## config.mk

```make
export PLATFORM = sky130hd
export DESIGN_NAME = cssp_regs
export DESIGN_NICKNAME = d
export VERILOG_FILES = /design/src/core/cssp_pkg.sv /design/src/core/cssp_regs.sv /design/src/core/cssp_socket_sync.sv
export VERILOG_INCLUDE_DIRS = /design/src /design/src/core
export SDC_FILE = /design/constraint.sdc
export NUM_CORES = 1
export LEC_CHECK = 0
export ABC_AREA = 1
export BUFFER_PORTS_ARGS = -buffer_cell sky130_fd_sc_hd__clkbuf_2
export CAP_MARGIN = 0
export CORE_ASPECT_RATIO = 0.8
export CORE_MARGIN = 4
export CORE_UTILIZATION = 40
export CTS_CLUSTER_DIAMETER = 120
export DETAILED_ROUTE_END_ITERATION = 8
export HOLD_SLACK_MARGIN = 0.08
export PLACE_DENSITY_LB_ADDON = 0.3
export SLEW_MARGIN = 10
export SYNTH_ARGS = -nofsm -noshare
export SYNTH_HDL_FRONTEND = slang
export SYNTH_SLANG_ARGS = --single-unit
```

## constraint.sdc

```tcl
create_clock -name ref_clk_i -period 1.65 [get_ports ref_clk_i]
set_input_delay 0.165 -clock ref_clk_i [delete_from_list [all_inputs] [get_ports ref_clk_i]]
set_output_delay 0.165 -clock ref_clk_i [all_outputs]
set_load 0.02 [all_outputs]
```

## src/core/cssp_defines.svh

```systemverilog
// offsets, field positions and reset values of the socket status and power registers
`ifndef CSSP_DEFINES_SVH
`define CSSP_DEFINES_SVH
`define CSSP_PORT_INDEX 1'h0
`define CSSP_PORT_DATA 1'h1
`define CSSP_IDX_REVISION 6'h00
`define CSSP_IDX_STATUS 6'h01
`define CSSP_IDX_POWER 6'h02
`define CSSP_IDX_SOCKET_BIT 6
`define CSSP_IDX_RSVD_BIT 7
`define CSSP_REV_IFACE_MEM_IO 2'h2
// stepping value is arbitrary, not a real part's code
`define CSSP_REV_STEPPING 4'h5
`define CSSP_STAT_ALWAYS_ONE 1'h1
`define CSSP_PWR_CARD_EN_BIT 7
`define CSSP_PWR_AUTO_BIT 5
`define CSSP_PWR_VCC_BIT 4
`define CSSP_PWR_RESET 8'h00
`define CSSP_INDEX_RESET 8'h00
`define CSSP_RDATA_RESET 8'h00
`define CSSP_UNMAPPED_READ 8'h00
`endif

```

## src/core/cssp_pkg.sv

```systemverilog
// types shared by the socket status and power register bank
package cssp_pkg;
  typedef logic [7:0] cssp_byte_t;
  typedef enum logic [1:0] {
    CSSP_VPP_ZERO = 2'h0,
    CSSP_VPP_VCC = 2'h1,
    CSSP_VPP_TWELVE = 2'h2,
    CSSP_VPP_ZERO_ALT = 2'h3
  } cssp_vpp_sel_t;
endpackage : cssp_pkg

```

## src/core/cssp_regs.sv

```systemverilog
// index/data register bank: revision, per-socket status and power control
// Function
// data port reaches register chosen by index
// interface type field reads memory plus I/O
// fixed four-bit stepping code in bits 3-0
// revision bits 5-4 always read zero
// status bit 7 always reads one
// status bits 3-2 are inverted detect pins
// status bit 5 shows ready pin level
// status bit 4 shows write-protect pin
// status bits 1-0 show battery status pins; bit 1 reads zero in I/O mode
// status bit 6 shows card power on
// power off: supplies inactive, programming selects low
// auto-power gates supplies on card detect
// programming field selects zero, card supply, twelve
// socket outputs float unless enabled and seated
// card removal clears supply enable unless disabled
`timescale 1ns/1ns
`include "cssp_defines.svh"
module cssp_regs (
  input wire logic ref_clk_i,
  input wire logic rst_i,
  input wire logic bus_addr_i,
  input wire logic bus_wr_i,
  input wire logic bus_rd_i,
  input wire cssp_pkg::cssp_byte_t bus_wdata_i,
  output cssp_pkg::cssp_byte_t bus_rdata_o,
  input wire logic [1:0] card_ready_irq_pin_i,
  input wire logic [1:0] write_protect_pin_i,
  input wire logic [1:0] card_detect_a_n_i,
  input wire logic [1:0] card_detect_b_n_i,
  input wire logic [1:0] battery_status_a_pin_i,
  input wire logic [1:0] battery_status_b_pin_i,
  input wire logic [1:0] card_is_io_i,
  input wire logic [1:0] vcc_3v3_sel_i,
  input wire logic [1:0] auto_off_disable_i,
  input wire logic [1:0] vcc_write_lock_i,
  output logic [1:0] vcc_3v3_n_o,
  output logic [1:0] vcc_5v_n_o,
  output logic [1:0] prog_supply_twelve_select_o,
  output logic [1:0] prog_supply_vcc_select_o,
  output logic [1:0] socket_out_oe_n_o
);
  import cssp_pkg::*;
  cssp_byte_t index_reg;
  cssp_byte_t index_next;
  cssp_byte_t rdata_reg;
  cssp_byte_t rdata_next;
  cssp_byte_t chip_revision_id;
  cssp_byte_t socket_interface_status [2];
  cssp_byte_t socket_power_control [2];
  logic sel_socket;
  logic idx_mapped;

  assign sel_socket = index_reg[`CSSP_IDX_SOCKET_BIT];
  assign idx_mapped = ~index_reg[`CSSP_IDX_RSVD_BIT];
  // reserved bits are constant zero, writes cannot reach them
  assign chip_revision_id = {`CSSP_REV_IFACE_MEM_IO, 2'h0, `CSSP_REV_STEPPING}; // see see

  genvar s;
  generate
    for (s = 0; s < 2; s++) begin : g_sock
      logic [5:0] pins;
      logic inserted;
      logic removed;
      logic wr_hit;
      logic pwr_on;
      cssp_byte_t pwr_reg;
      cssp_byte_t pwr_next;
      logic [4:0] out_reg;
      logic [4:0] out_next;
      logic stat_pwr_reg;
      logic stat_pwr_next;

      cssp_socket_sync u_sync (
        .ref_clk_i(ref_clk_i),
        .rst_i(rst_i),
        .pins_i({card_ready_irq_pin_i[s], write_protect_pin_i[s], card_detect_b_n_i[s],
                 card_detect_a_n_i[s], battery_status_b_pin_i[s], battery_status_a_pin_i[s]}),
        .pins_o(pins),
        .inserted_o(inserted),
        .removed_o(removed)
      );

      assign wr_hit = bus_wr_i & (bus_addr_i == `CSSP_PORT_DATA) & idx_mapped
                      & (sel_socket == s[0]) & (index_reg[5:0] == `CSSP_IDX_POWER);
      assign pwr_on = pwr_reg[`CSSP_PWR_VCC_BIT] & (~pwr_reg[`CSSP_PWR_AUTO_BIT] | inserted);

      always_comb begin
        pwr_next = pwr_reg;
        // removal drops supply enable; a write in the same cycle still wins
        if (removed && !auto_off_disable_i[s]) begin
          pwr_next[`CSSP_PWR_VCC_BIT] = 1'b0;
        end
        if (wr_hit) begin
          pwr_next = bus_wdata_i;
          if (vcc_write_lock_i[s]) begin
            pwr_next[`CSSP_PWR_VCC_BIT] = pwr_reg[`CSSP_PWR_VCC_BIT];
          end
        end
        stat_pwr_next = pwr_on;
        // order: vcc3_n, vcc5_n, twelve, vcc_sel, oe_n
        out_next[0] = ~(pwr_on & vcc_3v3_sel_i[s]);
        out_next[1] = ~(pwr_on & ~vcc_3v3_sel_i[s]);
        out_next[2] = pwr_on & (cssp_vpp_sel_t'(pwr_reg[1:0]) == CSSP_VPP_TWELVE);
        out_next[3] = pwr_on & (cssp_vpp_sel_t'(pwr_reg[1:0]) == CSSP_VPP_VCC);
        // supply enable deliberately does not gate the outputs
        out_next[4] = ~(inserted & pwr_reg[`CSSP_PWR_CARD_EN_BIT]);
      end

      always_ff @(posedge ref_clk_i) begin
        if (rst_i) begin
          pwr_reg <= `CSSP_PWR_RESET;
          out_reg <= 5'h13;
          stat_pwr_reg <= 1'b0;
        end else begin
          pwr_reg <= pwr_next;
          out_reg <= out_next;
          stat_pwr_reg <= stat_pwr_next;
        end
      end

      assign socket_power_control[s] = pwr_reg;
      // ready and write-protect pass raw in I/O mode, where software ignores them
      assign socket_interface_status[s] = {`CSSP_STAT_ALWAYS_ONE, stat_pwr_reg, pins[5], pins[4], // see see
                                           ~pins[3], ~pins[2],
                                           pins[1] & ~card_is_io_i[s], pins[0]};
      assign vcc_3v3_n_o[s] = out_reg[0];
      assign vcc_5v_n_o[s] = out_reg[1];
      assign prog_supply_twelve_select_o[s] = out_reg[2];
      assign prog_supply_vcc_select_o[s] = out_reg[3];
      assign socket_out_oe_n_o[s] = out_reg[4];
    end
  endgenerate

  always_comb begin
    index_next = index_reg;
    rdata_next = rdata_reg;
    if (bus_wr_i && bus_addr_i == `CSSP_PORT_INDEX) begin
      index_next = bus_wdata_i;
    end
    if (bus_rd_i) begin
      if (bus_addr_i == `CSSP_PORT_INDEX) begin
        rdata_next = index_reg;
      end else if (!idx_mapped) begin
        rdata_next = `CSSP_UNMAPPED_READ;
      end else if (index_reg[5:0] == `CSSP_IDX_REVISION) begin
        rdata_next = chip_revision_id;
      end else if (index_reg[5:0] == `CSSP_IDX_STATUS) begin
        rdata_next = socket_interface_status[sel_socket];
      end else if (index_reg[5:0] == `CSSP_IDX_POWER) begin
        rdata_next = socket_power_control[sel_socket];
      end else begin
        rdata_next = `CSSP_UNMAPPED_READ;
      end
    end
  end

  always_ff @(posedge ref_clk_i) begin
    if (rst_i) begin
      index_reg <= `CSSP_INDEX_RESET;
      rdata_reg <= `CSSP_RDATA_RESET;
    end else begin
      index_reg <= index_next;
      rdata_reg <= rdata_next;
    end
  end

  assign bus_rdata_o = rdata_reg;
endmodule : cssp_regs

```

## src/core/cssp_socket_sync.sv

```systemverilog
// pin synchroniser and insertion detector for one card socket
`timescale 1ns/1ns
module cssp_socket_sync (
  input wire logic ref_clk_i,
  input wire logic rst_i,
  input wire logic [5:0] pins_i,
  output logic [5:0] pins_o,
  output logic inserted_o,
  output logic removed_o
);
  import cssp_pkg::*;
  logic [5:0] meta_reg;
  logic [5:0] meta_next;
  logic [5:0] sync_reg;
  logic [5:0] sync_next;
  logic ins_reg;
  logic ins_next;
  logic rem_reg;
  logic rem_next;

  always_comb begin
    meta_next = pins_i;
    sync_next = meta_reg;
    // pins [3:2] are the two active-low detects; both low means fully seated
    ins_next = ~sync_reg[3] & ~sync_reg[2];
    rem_next = ins_reg & ~ins_next;
  end

  always_ff @(posedge ref_clk_i) begin
    if (rst_i) begin
      // detects idle high, so no false insertion right after reset
      meta_reg <= 6'h0c;
      sync_reg <= 6'h0c;
      ins_reg <= 1'b0;
      rem_reg <= 1'b0;
    end else begin
      meta_reg <= meta_next;
      sync_reg <= sync_next;
      ins_reg <= ins_next;
      rem_reg <= rem_next;
    end
  end

  assign pins_o = sync_reg;
  assign inserted_o = ins_reg;
  assign removed_o = rem_reg;
endmodule : cssp_socket_sync

```

---- Word level (Yosys, flattened, before mapping) ----
Cells that the tools add are included.
word-level totals
  flip-flop bits (word level) ............. 72
  output and inout bits ................... 18
  logic and storage cells ................. 102
cells by class
  $lt $le $gt $ge ......................... 1
  equality and inequality tests ........... 8
  multiplexer cells ....................... 17
  bitwise gates (word level) .............. 48
  reductions and logical operators ........ 10
operators with widths
  cell                  count
  $mux W8               10
  $and A1 B1 Y1         24
  $not A1 Y1            21
  $mux W5               2
  $mux W7               1
  $eq A6 B1 Y1 const B  1
  $eq A6 B2 Y1 const B  1
  $logic_not A6 Y1      1
  $eq A2 B1 Y1 const B  2
  $eq A2 B2 Y1 const B  2
  $mux W1               4
  $ne A2 B2 Y1 const B  2
  $reduce_and A2 Y1     2
  $reduce_bool A2 Y1    2
  $logic_and A1 B1 Y1   3
  $ge A2 B2 Y1 const B  1
  $logic_not A1 Y1      2
  $not A1 Y2            1
  $or A1 B1 Y1          2

---- Longest topological paths before layout ----
Gate-level depths: netlist of run 1.
  depth after elaboration ................. 9
  gate-level depth with buffers ........... 9
  gate-level depth less buffers ........... 8

---- Cells and area by module ----
Synthesis of run 1 repeated with hierarchy kept, for this count alone.
second synthesis, totals
  cells, all modules ...................... 361
  area, all modules ....................... 2798.9 sq um
modules (own cells, without submodules)
  module            instances  cells each  area an instance (sq um)
  cssp_regs         1          275         1975.6
  cssp_socket_sync  2          43          411.6

---- Worst setup path after synthesis of run 1 ----
Ideal clock, no wire load.
  path kind ............................... flip-flop to flip-flop
  start ................................... reg index_reg[2]
  end ..................................... reg g_sock[1].pwr_reg[0]
  arrival time ............................ 1.040 ns
  path slack .............................. 0.492 ns
  stages on the path, launching flop included .. 8
  path through ............................ dfxtp_1 nor2_2 nand2_2 nor2_4 buf_6 nand3_2 o21ai_1 a21oi_1
between the ends
  longest elaborated chain between the ends .. 2
RTL lines
  what                           RTL line          source
  start, declared                cssp_regs.sv:45   cssp_byte_t index_reg;
  start signal, assigned         cssp_regs.sv:161  index_reg <= `CSSP_INDEX_RESET;
  start signal, assigned         cssp_regs.sv:164  index_reg <= index_next;
  $eq A6 B2 Y1 (no source line)  --
  $and A1 B1 Y1                  cssp_regs.sv:85   assign wr_hit = bus_wr_i & (bus_addr_i == `CSSP_PORT_DATA) & idx_mapped
  end signal, assigned           cssp_regs.sv:113  pwr_reg <= `CSSP_PWR_RESET;
  end signal, assigned           cssp_regs.sv:117  pwr_reg <= pwr_next;
  end, declared                  cssp_regs.sv:68   cssp_byte_t pwr_reg;
No other way between the ends.
A chain may end at the register's enable or synchronous reset.

---- Final worst setup path of run 1 ----
  start ................................... reg index_reg[2]
  end ..................................... reg g_sock[0].pwr_reg[4]
between the ends
  longest elaborated chain between the ends .. 4
  elaborated cells on any way between the ends .. 6
  classes of those cells .................. eq/ne: 2; mux: 1; bitwise: 1; reduce/logical: 2
RTL lines
  what                                                                 RTL line
  $eq A6 B2 Y1 (no source line) (*)                                    --
  $and A1 B1 Y1 (*)                                                    cssp_regs.sv:85
  $ne A2 B2 Y1 (no source line) or $reduce_bool A2 Y1 (tied branches)  --
  $reduce_and A2 Y1 (no source line)                                   --
  end signal, assigned                                                 cssp_regs.sv:113
  end signal, assigned                                                 cssp_regs.sv:117
  end, declared                                                        cssp_regs.sv:68
Mark *: on every way between the ends. The rest lies on a longest branch, timed or not.

==> results.toml, run 1 <==
[final_layout]
largest_register_ffs = 16
nNetsFinal = 451
area_growth_pct = 24.20
instances_no_fill = 507
diodes = 0
drive_gt1_frac = 0.2317

[grt]
grt_util_met2 = 0.2654
grt_use_met3 = 0.06297
track_usage = 0.1754
grt.overflow.total = 0
use_met1 = 0.2336
grt_pass1_vias = 2274
busiest_layer = "met2"
grt_first_pass_wirelength_mm = 10.99
antenna_found_initial = 0
grt_start_max_net_pins = 27

[sta]
skew_ns = 0.008618
finalWorstSetupSlack_ns = 0.2005
period_share = 0.8785
fin_hold_ws_ns = 0.1010
relSlewSlack = 0.7162
fin_tns_setup_ns = 0
finalHoldViolCount = 0
finalCriticalPeriod_ns = 1.449
rsz0062_at_grt = "no"
setup_viol_count_final = 0
slew_violations = 0
fmax_mhz = 689.9
worst_pin_slew_ns = 0.4252

[clock_tree]
cts_sinks = 72
clk_pin_slew_ns = 0.08
clock_tree.root_cell = "clkbuf_8"
cts_buffers = 9
clk_latency_ns = 0.35
post_cts_buffers = 0
clk_path_buf_depth = 2
cts_tree = "done"
cts_htree_levels = 3

[place]
dp_cells = 477
io_buffers = 50
pre_cts_ws_ns = 0.2342
hpwl_mm = 4.797
routabilityCongestion = 0.8902

[routing]
vias = 2392
drtIter0Drc = 164
wl_per_cell_microns = 12.84
drc_errors = 0
drt-total-wl_mm = 6.512
vias_per_cell = 4.718
first_pass_iters = 4
drtAntennaViolNets = 0

[power]
p_per_area_mw_per_mm2 = 1028
p_leak_nw = 1.481
ir_drop_mv = 0.5849
p_total_mw = 3.511

[synth]
syn_area_per_cell_sq_um = 7.858
synth_area_sq_mm = 0.002750
yosysMostFrequentCell = "dfxtp_1"
synth-seq-area-share = 0.5241
dominantRegCellSynth = "dfxtp_1"
synth_top_area_frac = 0.5241
synth_commonest_cells = "dfxtp_1, nand2_1, inv_1, a21oi_1, nor2_1"
syn_inst = 350
ys_ff_latch = 72
synth_fp_nets = 383
ys_types = 25
synthArstFlopShare = 0
synthTopCellsByArea = "dfxtp_1, nand2_1, a21oi_1, inv_1, o21ai_0"
synth_edf_count = 0
yosysWarnings = 0
yosysTopAreaCell = "dfxtp_1"

[die]
row_count = 26
die_w_microns = 100.7
ios = 51
initial_utilization = 0.4206
die_area_sq_mm = 0.008274
coreArea_sq_mm = 0.006539
die_h_microns = 82.17

[critical_path]
crit_required_ns = 1.93
critPathMaxFanout = 15
start_kind = "flip-flop"
crit_path_end_kind = "flip-flop"
cp.arrival_ns = 1.73
critical_path_class = "reg -> reg"

[status]
status = "finished, final reports clean"

[worst_hold_path]
hold_class = "in -> reg"

[flow_run]
cap_violations = 0
-- metrics by stage --
step                utilization  cell area [sq um]
floorplan                     -               2750
global placement         0.4709               3079
detailed placement       0.4709               3079
CTS                      0.5224               3416
global route             0.5224               3416
finish                   0.5224               3416
-- repair_timing --
item                                   CTS  global route
gates resized for setup                  0             0
endpoints found under the hold margin   16             0
hold buffers                            14             0
-- cells in the final DEF, fill, tap and decap left out, types with 2 or more instances in the layout --
| cell type | Yosys | layout |
|---|---|---|
| clkinv_4 | 0 | 2 |
| or2_2 | 9 | 9 |
| dlygate4sd3_1 | 0 | 14 |
| clkbuf_8 | 0 | 9 |
| or2_1 | 2 | 2 |
| dfxtp_1 | 72 | 72 |
| nor2_2 | 2 | 2 |
| nand3_1 | 16 | 16 |
| nand2_2 | 2 | 2 |
| a21oi_1 | 34 | 34 |
| o21ai_1 | 11 | 11 |
| o21ai_0 | 27 | 27 |
| clkinvlp_4 | 0 | 2 |
| nor3_1 | 7 | 7 |
| inv_1 | 44 | 44 |
| a21oi_2 | 5 | 5 |
| clkinv_2 | 0 | 2 |
| nand2_1 | 60 | 60 |
| nand4_1 | 3 | 3 |
| buf_4 | 0 | 6 |
| clkbuf_2 | 0 | 50 |
| nor2_4 | 3 | 3 |
| inv_2 | 2 | 2 |
| nor2_1 | 33 | 33 |
-- cell families (layout without fill, tap and decap cells) --
| group | Yosys count | after routing | share of synthesized area |
|---|---|---|---|
| buffers and inverters | 60 | 133 | 0.09008 |
| DFF | 72 | 72 | 0.5241 |
| AOI/OAI and AO/OA | 78 | 78 | 0.1497 |
| and+or+nand+nor | 140 | 140 | 0.2361 |
-- power by group --
part	switching, mW	internal, mW	leakage [nW]
Clock	0.661	0.696	0.0952
Sequential	0.0315	1.79	0.589
Combinational	0.200	0.128	0.797
-- final cells by class --
type,instances,area [sq um]
multi-input combinational,218,1061
fill,657,3123
inverter,47,176.4
tap,84,105.1
timing repair buffer,70,435.4
sequential,72,1441
clock buffer,9,123.9
clock inverter,7,72.57
-- final timing paths --
path                                                   start                          to  slack (ns)  depth (start not counted)
worst max-delay path                            index_reg[2]        g_sock[0].pwr_reg[4]        0.20                          8
worst min-delay path                          bus_wdata_i[6]        g_sock[1].pwr_reg[6]        0.10                          3
worst min register to register  g_sock[0].u_sync.meta_reg[0]  g_sock[0].u_sync.pins_o[0]        0.40                          2
worst max register to register                  index_reg[2]        g_sock[0].pwr_reg[4]        0.20                          8
-- per-layer routing --
layer / wire [microns] / vias to the layer above
li1: - / 1246
met1: 3094 / 1068
met2: 2823 / 72
met3: 535 / 6
met4: 59 / 0
met5: 0 / -
-- critical path: stages, from the launching register on --
cell,delay (ns)
dfxtp_1,0.34
nor2_2,0.17
nand2_2,0.10
nor2_4,0.18
buf_4,0.25
nand2_2,0.09
nand2_1,0.07
nand3_1,0.08
a21oi_2,0.11
Power figures use the tool's default switching activity.
==> inputs of run 2 (changes only) <==
--- a/config.mk
+++ b/config.mk
@@ -16,6 +16,7 @@
 export DETAILED_ROUTE_END_ITERATION = 8
 export HOLD_SLACK_MARGIN = 0.08
 export PLACE_DENSITY_LB_ADDON = 0.3
+export SETUP_SLACK_MARGIN = 0.4
 export SLEW_MARGIN = 10
 export SYNTH_ARGS = -nofsm -noshare
 export SYNTH_HDL_FRONTEND = slang
==> run 2 against run 1 <==
  * Clock skew about the same
  * Combinational power up 14%
  * Setup slack improved by 0.12 ns
  * Fmax up 9.1%
  * Register-to-register slack better by 0.12 ns
  * Count of clock-buffer cells in the layout is the same
  * Clock power about the same
  * Wire length is 4.4% higher
  * Cell count up 1.4%
  * Hold slack barely moved
==> results.toml, run 2 (synthesis results as in run 1) <==
[power]
clkPwrFrac = 0.382
cell_internal_pwr_mw = 2.648
p_leak_nw = 1.540
p_per_area_mw_per_mm2 = 989.9
p_total_mw = 3.563
sw_frac_of_total = 0.2569
ir_drop_mv = 0.5874
p_comb_frac = 0.105
pwr-share-seq = 0.513
p_sw_mw = 0.9153

[clock_tree]
cts_buffers = 9
clock_tree.root_cell = "clkbuf_8"
cts_htree_levels = 3
clk_pin_slew_ns = 0.08
cts_tree = "done"
clk_latency_ns = 0.35
clk_path_buf_depth = 2
cts_sinks = 72

[critical_path]
crit_required_ns = 1.93
crit_slowest_cell = "dfxtp_1"
cp.arrival_ns = 1.61
path_cells = "nor2_4 > nand2_4 > nor2_4 > buf_6 > buf_16 > nand4_1 > a21oi_2"
critical_path_class = "reg -> reg"
start_kind = "flip-flop"
critPathBufInv = 2
crit_path_end_kind = "flip-flop"
crit_top_cell = "nor2_4"
crit_path_max_incr_delay_ns = 0.35
critPathMaxFanout = 7
cp_top_family = "simple AND/OR/NAND/NOR gates"

[routing]
drt-total-wl_mm = 6.799
drc_errors = 0
vias_per_cell = 4.695
vias = 2413
drtIter0Drc = 137
first_pass_iters = 4
wl_per_cell_microns = 13.23
drtAntennaViolNets = 0

[sta]
finalHoldViolCount = 0
skew_ns = 0.008353
slew_violations = 0
worst_pin_slew_ns = 0.4132
fin_tns_setup_ns = 0
period_share = 0.8051
finalWorstSetupSlack_ns = 0.3216
rsz0062_at_grt = "yes"
setup_viol_count_final = 0
relSlewSlack = 0.7242
finalCriticalPeriod_ns = 1.328
fmax_mhz = 752.8

[grt]
grt_start_max_net_pins = 27
grt_first_pass_wirelength_mm = 11.32
grt_pass1_vias = 2317
grt.overflow.total = 0
track_usage = 0.1811
antenna_found_initial = 0

[die]
coreArea_sq_mm = 0.006539
die_w_microns = 100.7
die_h_microns = 82.17
die_area_sq_mm = 0.008274
initial_utilization = 0.4206
row_count = 26
ios = 51

[final_layout]
nNetsFinal = 458
instances_no_fill = 514
diodes = 0
fillers = 630
largest_register_ffs = 16
area_growth_pct = 30.89
regArea_sq_mm = 0.001451
multi_input_area_sq_mm = 0.001139
drive_gt1_frac = 0.2953
final_common_cell = "dfxtp_1"
fin_util = 0.5505
mostFrequentLayoutCells = "dfxtp_1, nand2_1, clkbuf_2"

[place]
dp_cells = 477
io_buffers = 50
routabilityCongestion = 0.8902
hpwl_mm = 4.797
pre_cts_ws_ns = 0.2342

[flow_run]
cap_violations = 0

[worst_hold_path]
hold_class = "in -> reg"

[status]
status = "finished, final reports clean"
==> run 2: routing by layer <==
| metal | up-vias | global-route usage | wire length [microns] |
|---|---|---|---|
| met5 | - | 0 | 0 |
| met4 | 0 | 0.05653 | 73 |
| met3 | 8 | 0.06297 | 460 |
| met2 | 64 | 0.2799 | 2996 |
| met1 | 1079 | 0.2387 | 3268 |
| li1 | 1262 | - | - |
==> run 2: layout make-up <==
class | count | area share
flip-flops and latches | 72 | 0.4032
multi-input cells | 218 | 0.3163
repair buffers | 77 | 0.1470
inverters | 47 | 0.04970
clock buffers | 9 | 0.03441
well taps | 84 | 0.02920
clock inverters | 7 | 0.02016
==> run 2: path summary, 6_finish.rpt <==
kind	from	to	slack (ns)	cells after the start
worst min-delay path	bus_wdata_i[6]	g_sock[1].pwr_reg[6]	0.10	3
worst min register to register	g_sock[0].u_sync.meta_reg[0]	g_sock[0].u_sync.pins_o[0]	0.40	2
worst max register to register	index_reg[2]	g_sock[1].pwr_reg[4]	0.32	7
worst max-delay path	index_reg[2]	g_sock[1].pwr_reg[4]	0.32	7
==> run 2: power by group through the flow <==
stage	sequential, mW	clock, mW	combinational (mW)
6_report	1.83	1.36	0.375
5_1_grt	1.84	1.48	0.416
4_1_cts	1.83	1.39	0.360
3_5_place_dp	1.86	0	0.300
3_3_place_gp	1.86	0	0.299
2_1_floorplan	1.87	0	0.183
==> run 2: what timing repair did <==
item | 4_1_cts | 5_1_grt
gates resized for setup | 16 | 19
pin swaps | 12 | 5
endpoints found under the hold margin | 16 | 1
gates cloned | 1 | 0
hold buffers | 14 | 1
setup endpoints to repair | 21 | 24
setup buffers | 5 | 0
==> run 2: metrics by stage <==
step           hold slack, ns  cell area, sq um
2_1_floorplan          0.2338              2750
3_3_place_gp           0.3332              3079
3_5_place_dp           0.3362              3079
4_1_cts               0.08618              3540
5_1_grt                0.1015              3600
6_report               0.1007              3600
==> run 2: worst min-delay path, stage by stage <==
cell	delay, ns
clkbuf_2	0.11
nand3_1	0.08
a21oi_1	0.05
==> inputs of run 3 (changes only) <==
==> constraint.sdc (replaced) <==
create_clock -name ref_clk_i -period 1.2 [get_ports ref_clk_i]
set_input_delay 0.12 -clock ref_clk_i [delete_from_list [all_inputs] [get_ports ref_clk_i]]
set_output_delay 0.12 -clock ref_clk_i [all_outputs]
set_load 0.02 [all_outputs]
==> run 3 against run 2 <==
  * The run now ends with setup timing left
  * Power up 56%
  * Cell count grew 6.0%
  * Fmax rose by 2.9%
  * First-iteration DRC count up 10%
  * Die area unchanged
  * Cell area grew 18%
  * Register-to-register slack worse by 0.41 ns
  * Largest cell class unchanged
==> results.toml, run 3 (synthesis results as in run 1) <==
[flow_run]
cap_violations = 0

[final_layout]
area_growth_pct = 54.41
regArea_sq_mm = 0.001480
drive_gt1_frac = 0.4425
fin_util = 0.6494
fillers = 550
final_common_cell = "nand2_1"
multi_input_area_sq_mm = 0.001252
mostFrequentLayoutCells = "nand2_1, dfxtp_1, inv_1"
largest_register_ffs = 16
nNetsFinal = 489
diodes = 0

[sta]
slew_violations = 0
fmax_mhz = 774.4
finalHoldViolCount = 0
rsz0062_at_grt = "yes"
finalWorstSetupSlack_ns = -0.09133
relSlewSlack = 0.7873
fin_tns_setup_ns = -0.7954
finalCriticalPeriod_ns = 1.291
skew_ns = 0.008156
period_share = 1.076
worst_pin_slew_ns = 0.3176
setup_viol_count_final = 17

[place]
io_buffers = 50
hpwl_mm = 4.951
routabilityCongestion = 0.9108

[clock_tree]
cts_sinks = 72
clock_tree.root_cell = "clkbuf_8"
cts_buffers = 9
clk_path_buf_depth = 2
clk_latency_ns = 0.35
cts_tree = "done"
cts_htree_levels = 3
clk_pin_slew_ns = 0.08

[routing]
vias_per_cell = 4.846
drc_errors = 0
drtAntennaViolNets = 0
wl_per_cell_microns = 13.39
first_pass_iters = 4
vias = 2641
drt-total-wl_mm = 7.295
drtIter0Drc = 151

[grt]
grt_pass1_vias = 2429
grt.overflow.total = 0
grt_first_pass_wirelength_mm = 11.27
grt_start_max_net_pins = 25
antenna_found_initial = 0
track_usage = 0.1790

[die]
initial_utilization = 0.4206
coreArea_sq_mm = 0.006539
die_w_microns = 100.7
die_h_microns = 82.17
row_count = 26
die_area_sq_mm = 0.008274
ios = 51

[worst_hold_path]
hold_class = "in -> reg"

[power]
p_leak_nw = 1.799
ir_drop_mv = 0.6885
p_per_area_mw_per_mm2 = 1308
p_total_mw = 5.553

[critical_path]
critPathBufInv = 1
crit_top_cell = "nor2_4"
critical_path_class = "reg -> reg"
start_kind = "flip-flop"
crit_path_end_kind = "flip-flop"
crit_required_ns = 1.44
crit_slowest_cell = "dfxtp_2"
cp_top_family = "simple AND/OR/NAND/NOR gates"
path_cells = "nor2_4 > nand2_4 > nor2_4 > buf_4 > nand3_4 > o21ai_1 > a21oi_1"
critPathMaxFanout = 5
crit_path_max_incr_delay_ns = 0.34
cp.arrival_ns = 1.53

[status]
violations = "setup timing"
status = "complete, but fails checks"
==> run 3: power by group <==
group / internal (mW) / switching [mW] / leakage (nW)
logic: 0.323 / 0.357 / 1.08
clock network: 1.45 / 0.907 / 0.123
registers: 2.47 / 0.0482 / 0.596
==> run 3: final timing paths <==
check	depth (start not counted)	slack, ns	startpoint	end
setup / recovery	7	-0.09	index_reg[4]	g_sock[0].pwr_reg[0]
hold / removal	3	0.11	bus_wdata_i[3]	index_reg[3]
setup reg to reg	7	-0.09	index_reg[4]	g_sock[0].pwr_reg[0]
hold reg to reg	2	0.40	g_sock[1].u_sync.meta_reg[1]	g_sock[1].u_sync.pins_o[1]
==> run 3: metrics by stage <==
| step | hold slack, ns | worst slack, ns | instances | area [sq um] |
|---|---|---|---|---|
| detailed placement | 0.2927 | -0.1122 | 494 | 3253 |
| global placement | 0.2879 | -0.1044 | 494 | 3253 |
| floorplan | 0.1889 | 0.05351 | 350 | 2793 |
| CTS | 0.08294 | -0.07213 | 541 | 4065 |
| finish | 0.1130 | -0.09133 | 545 | 4247 |
| global route | 0.1127 | -0.1813 | 545 | 4247 |
==> run 3: tightest hold or removal path, delay by kind of cell <==
family / cells / cell delay (ns)
AO/OA/AOI/OAI: 2 / 0.20
buffers and inverters: 1 / 0.09
==> run 3: what timing repair did <==
| action | CTS | global route |
|---|---|---|
| pin swaps | 8 | 10 |
| setup endpoints to repair | 53 | 59 |
| hold endpoints to repair | 25 | 1 |
| hold buffers | 20 | 1 |
| resized for setup | 92 | 60 |
| setup buffers | 10 | 2 |
| cloned | 1 | 1 |
==> run 3: routing by layer <==
metal,up-vias,track usage,part of all wire
met4,0,0.04711,0.011
met1,1211,0.2210,0.43
met3,13,0.07137,0.081
met2,85,0.2930,0.48
li1,1332,-,-
met5,-,0,0
==> run 3: final cells by class <==
class | count | area share
timing repair buffer | 107 | 0.2278
clock buffer | 10 | 0.03241
inverter | 47 | 0.04449
clock inverter | 6 | 0.02711
tap | 84 | 0.02475
multi-input combinational | 219 | 0.2949
sequential | 72 | 0.3486
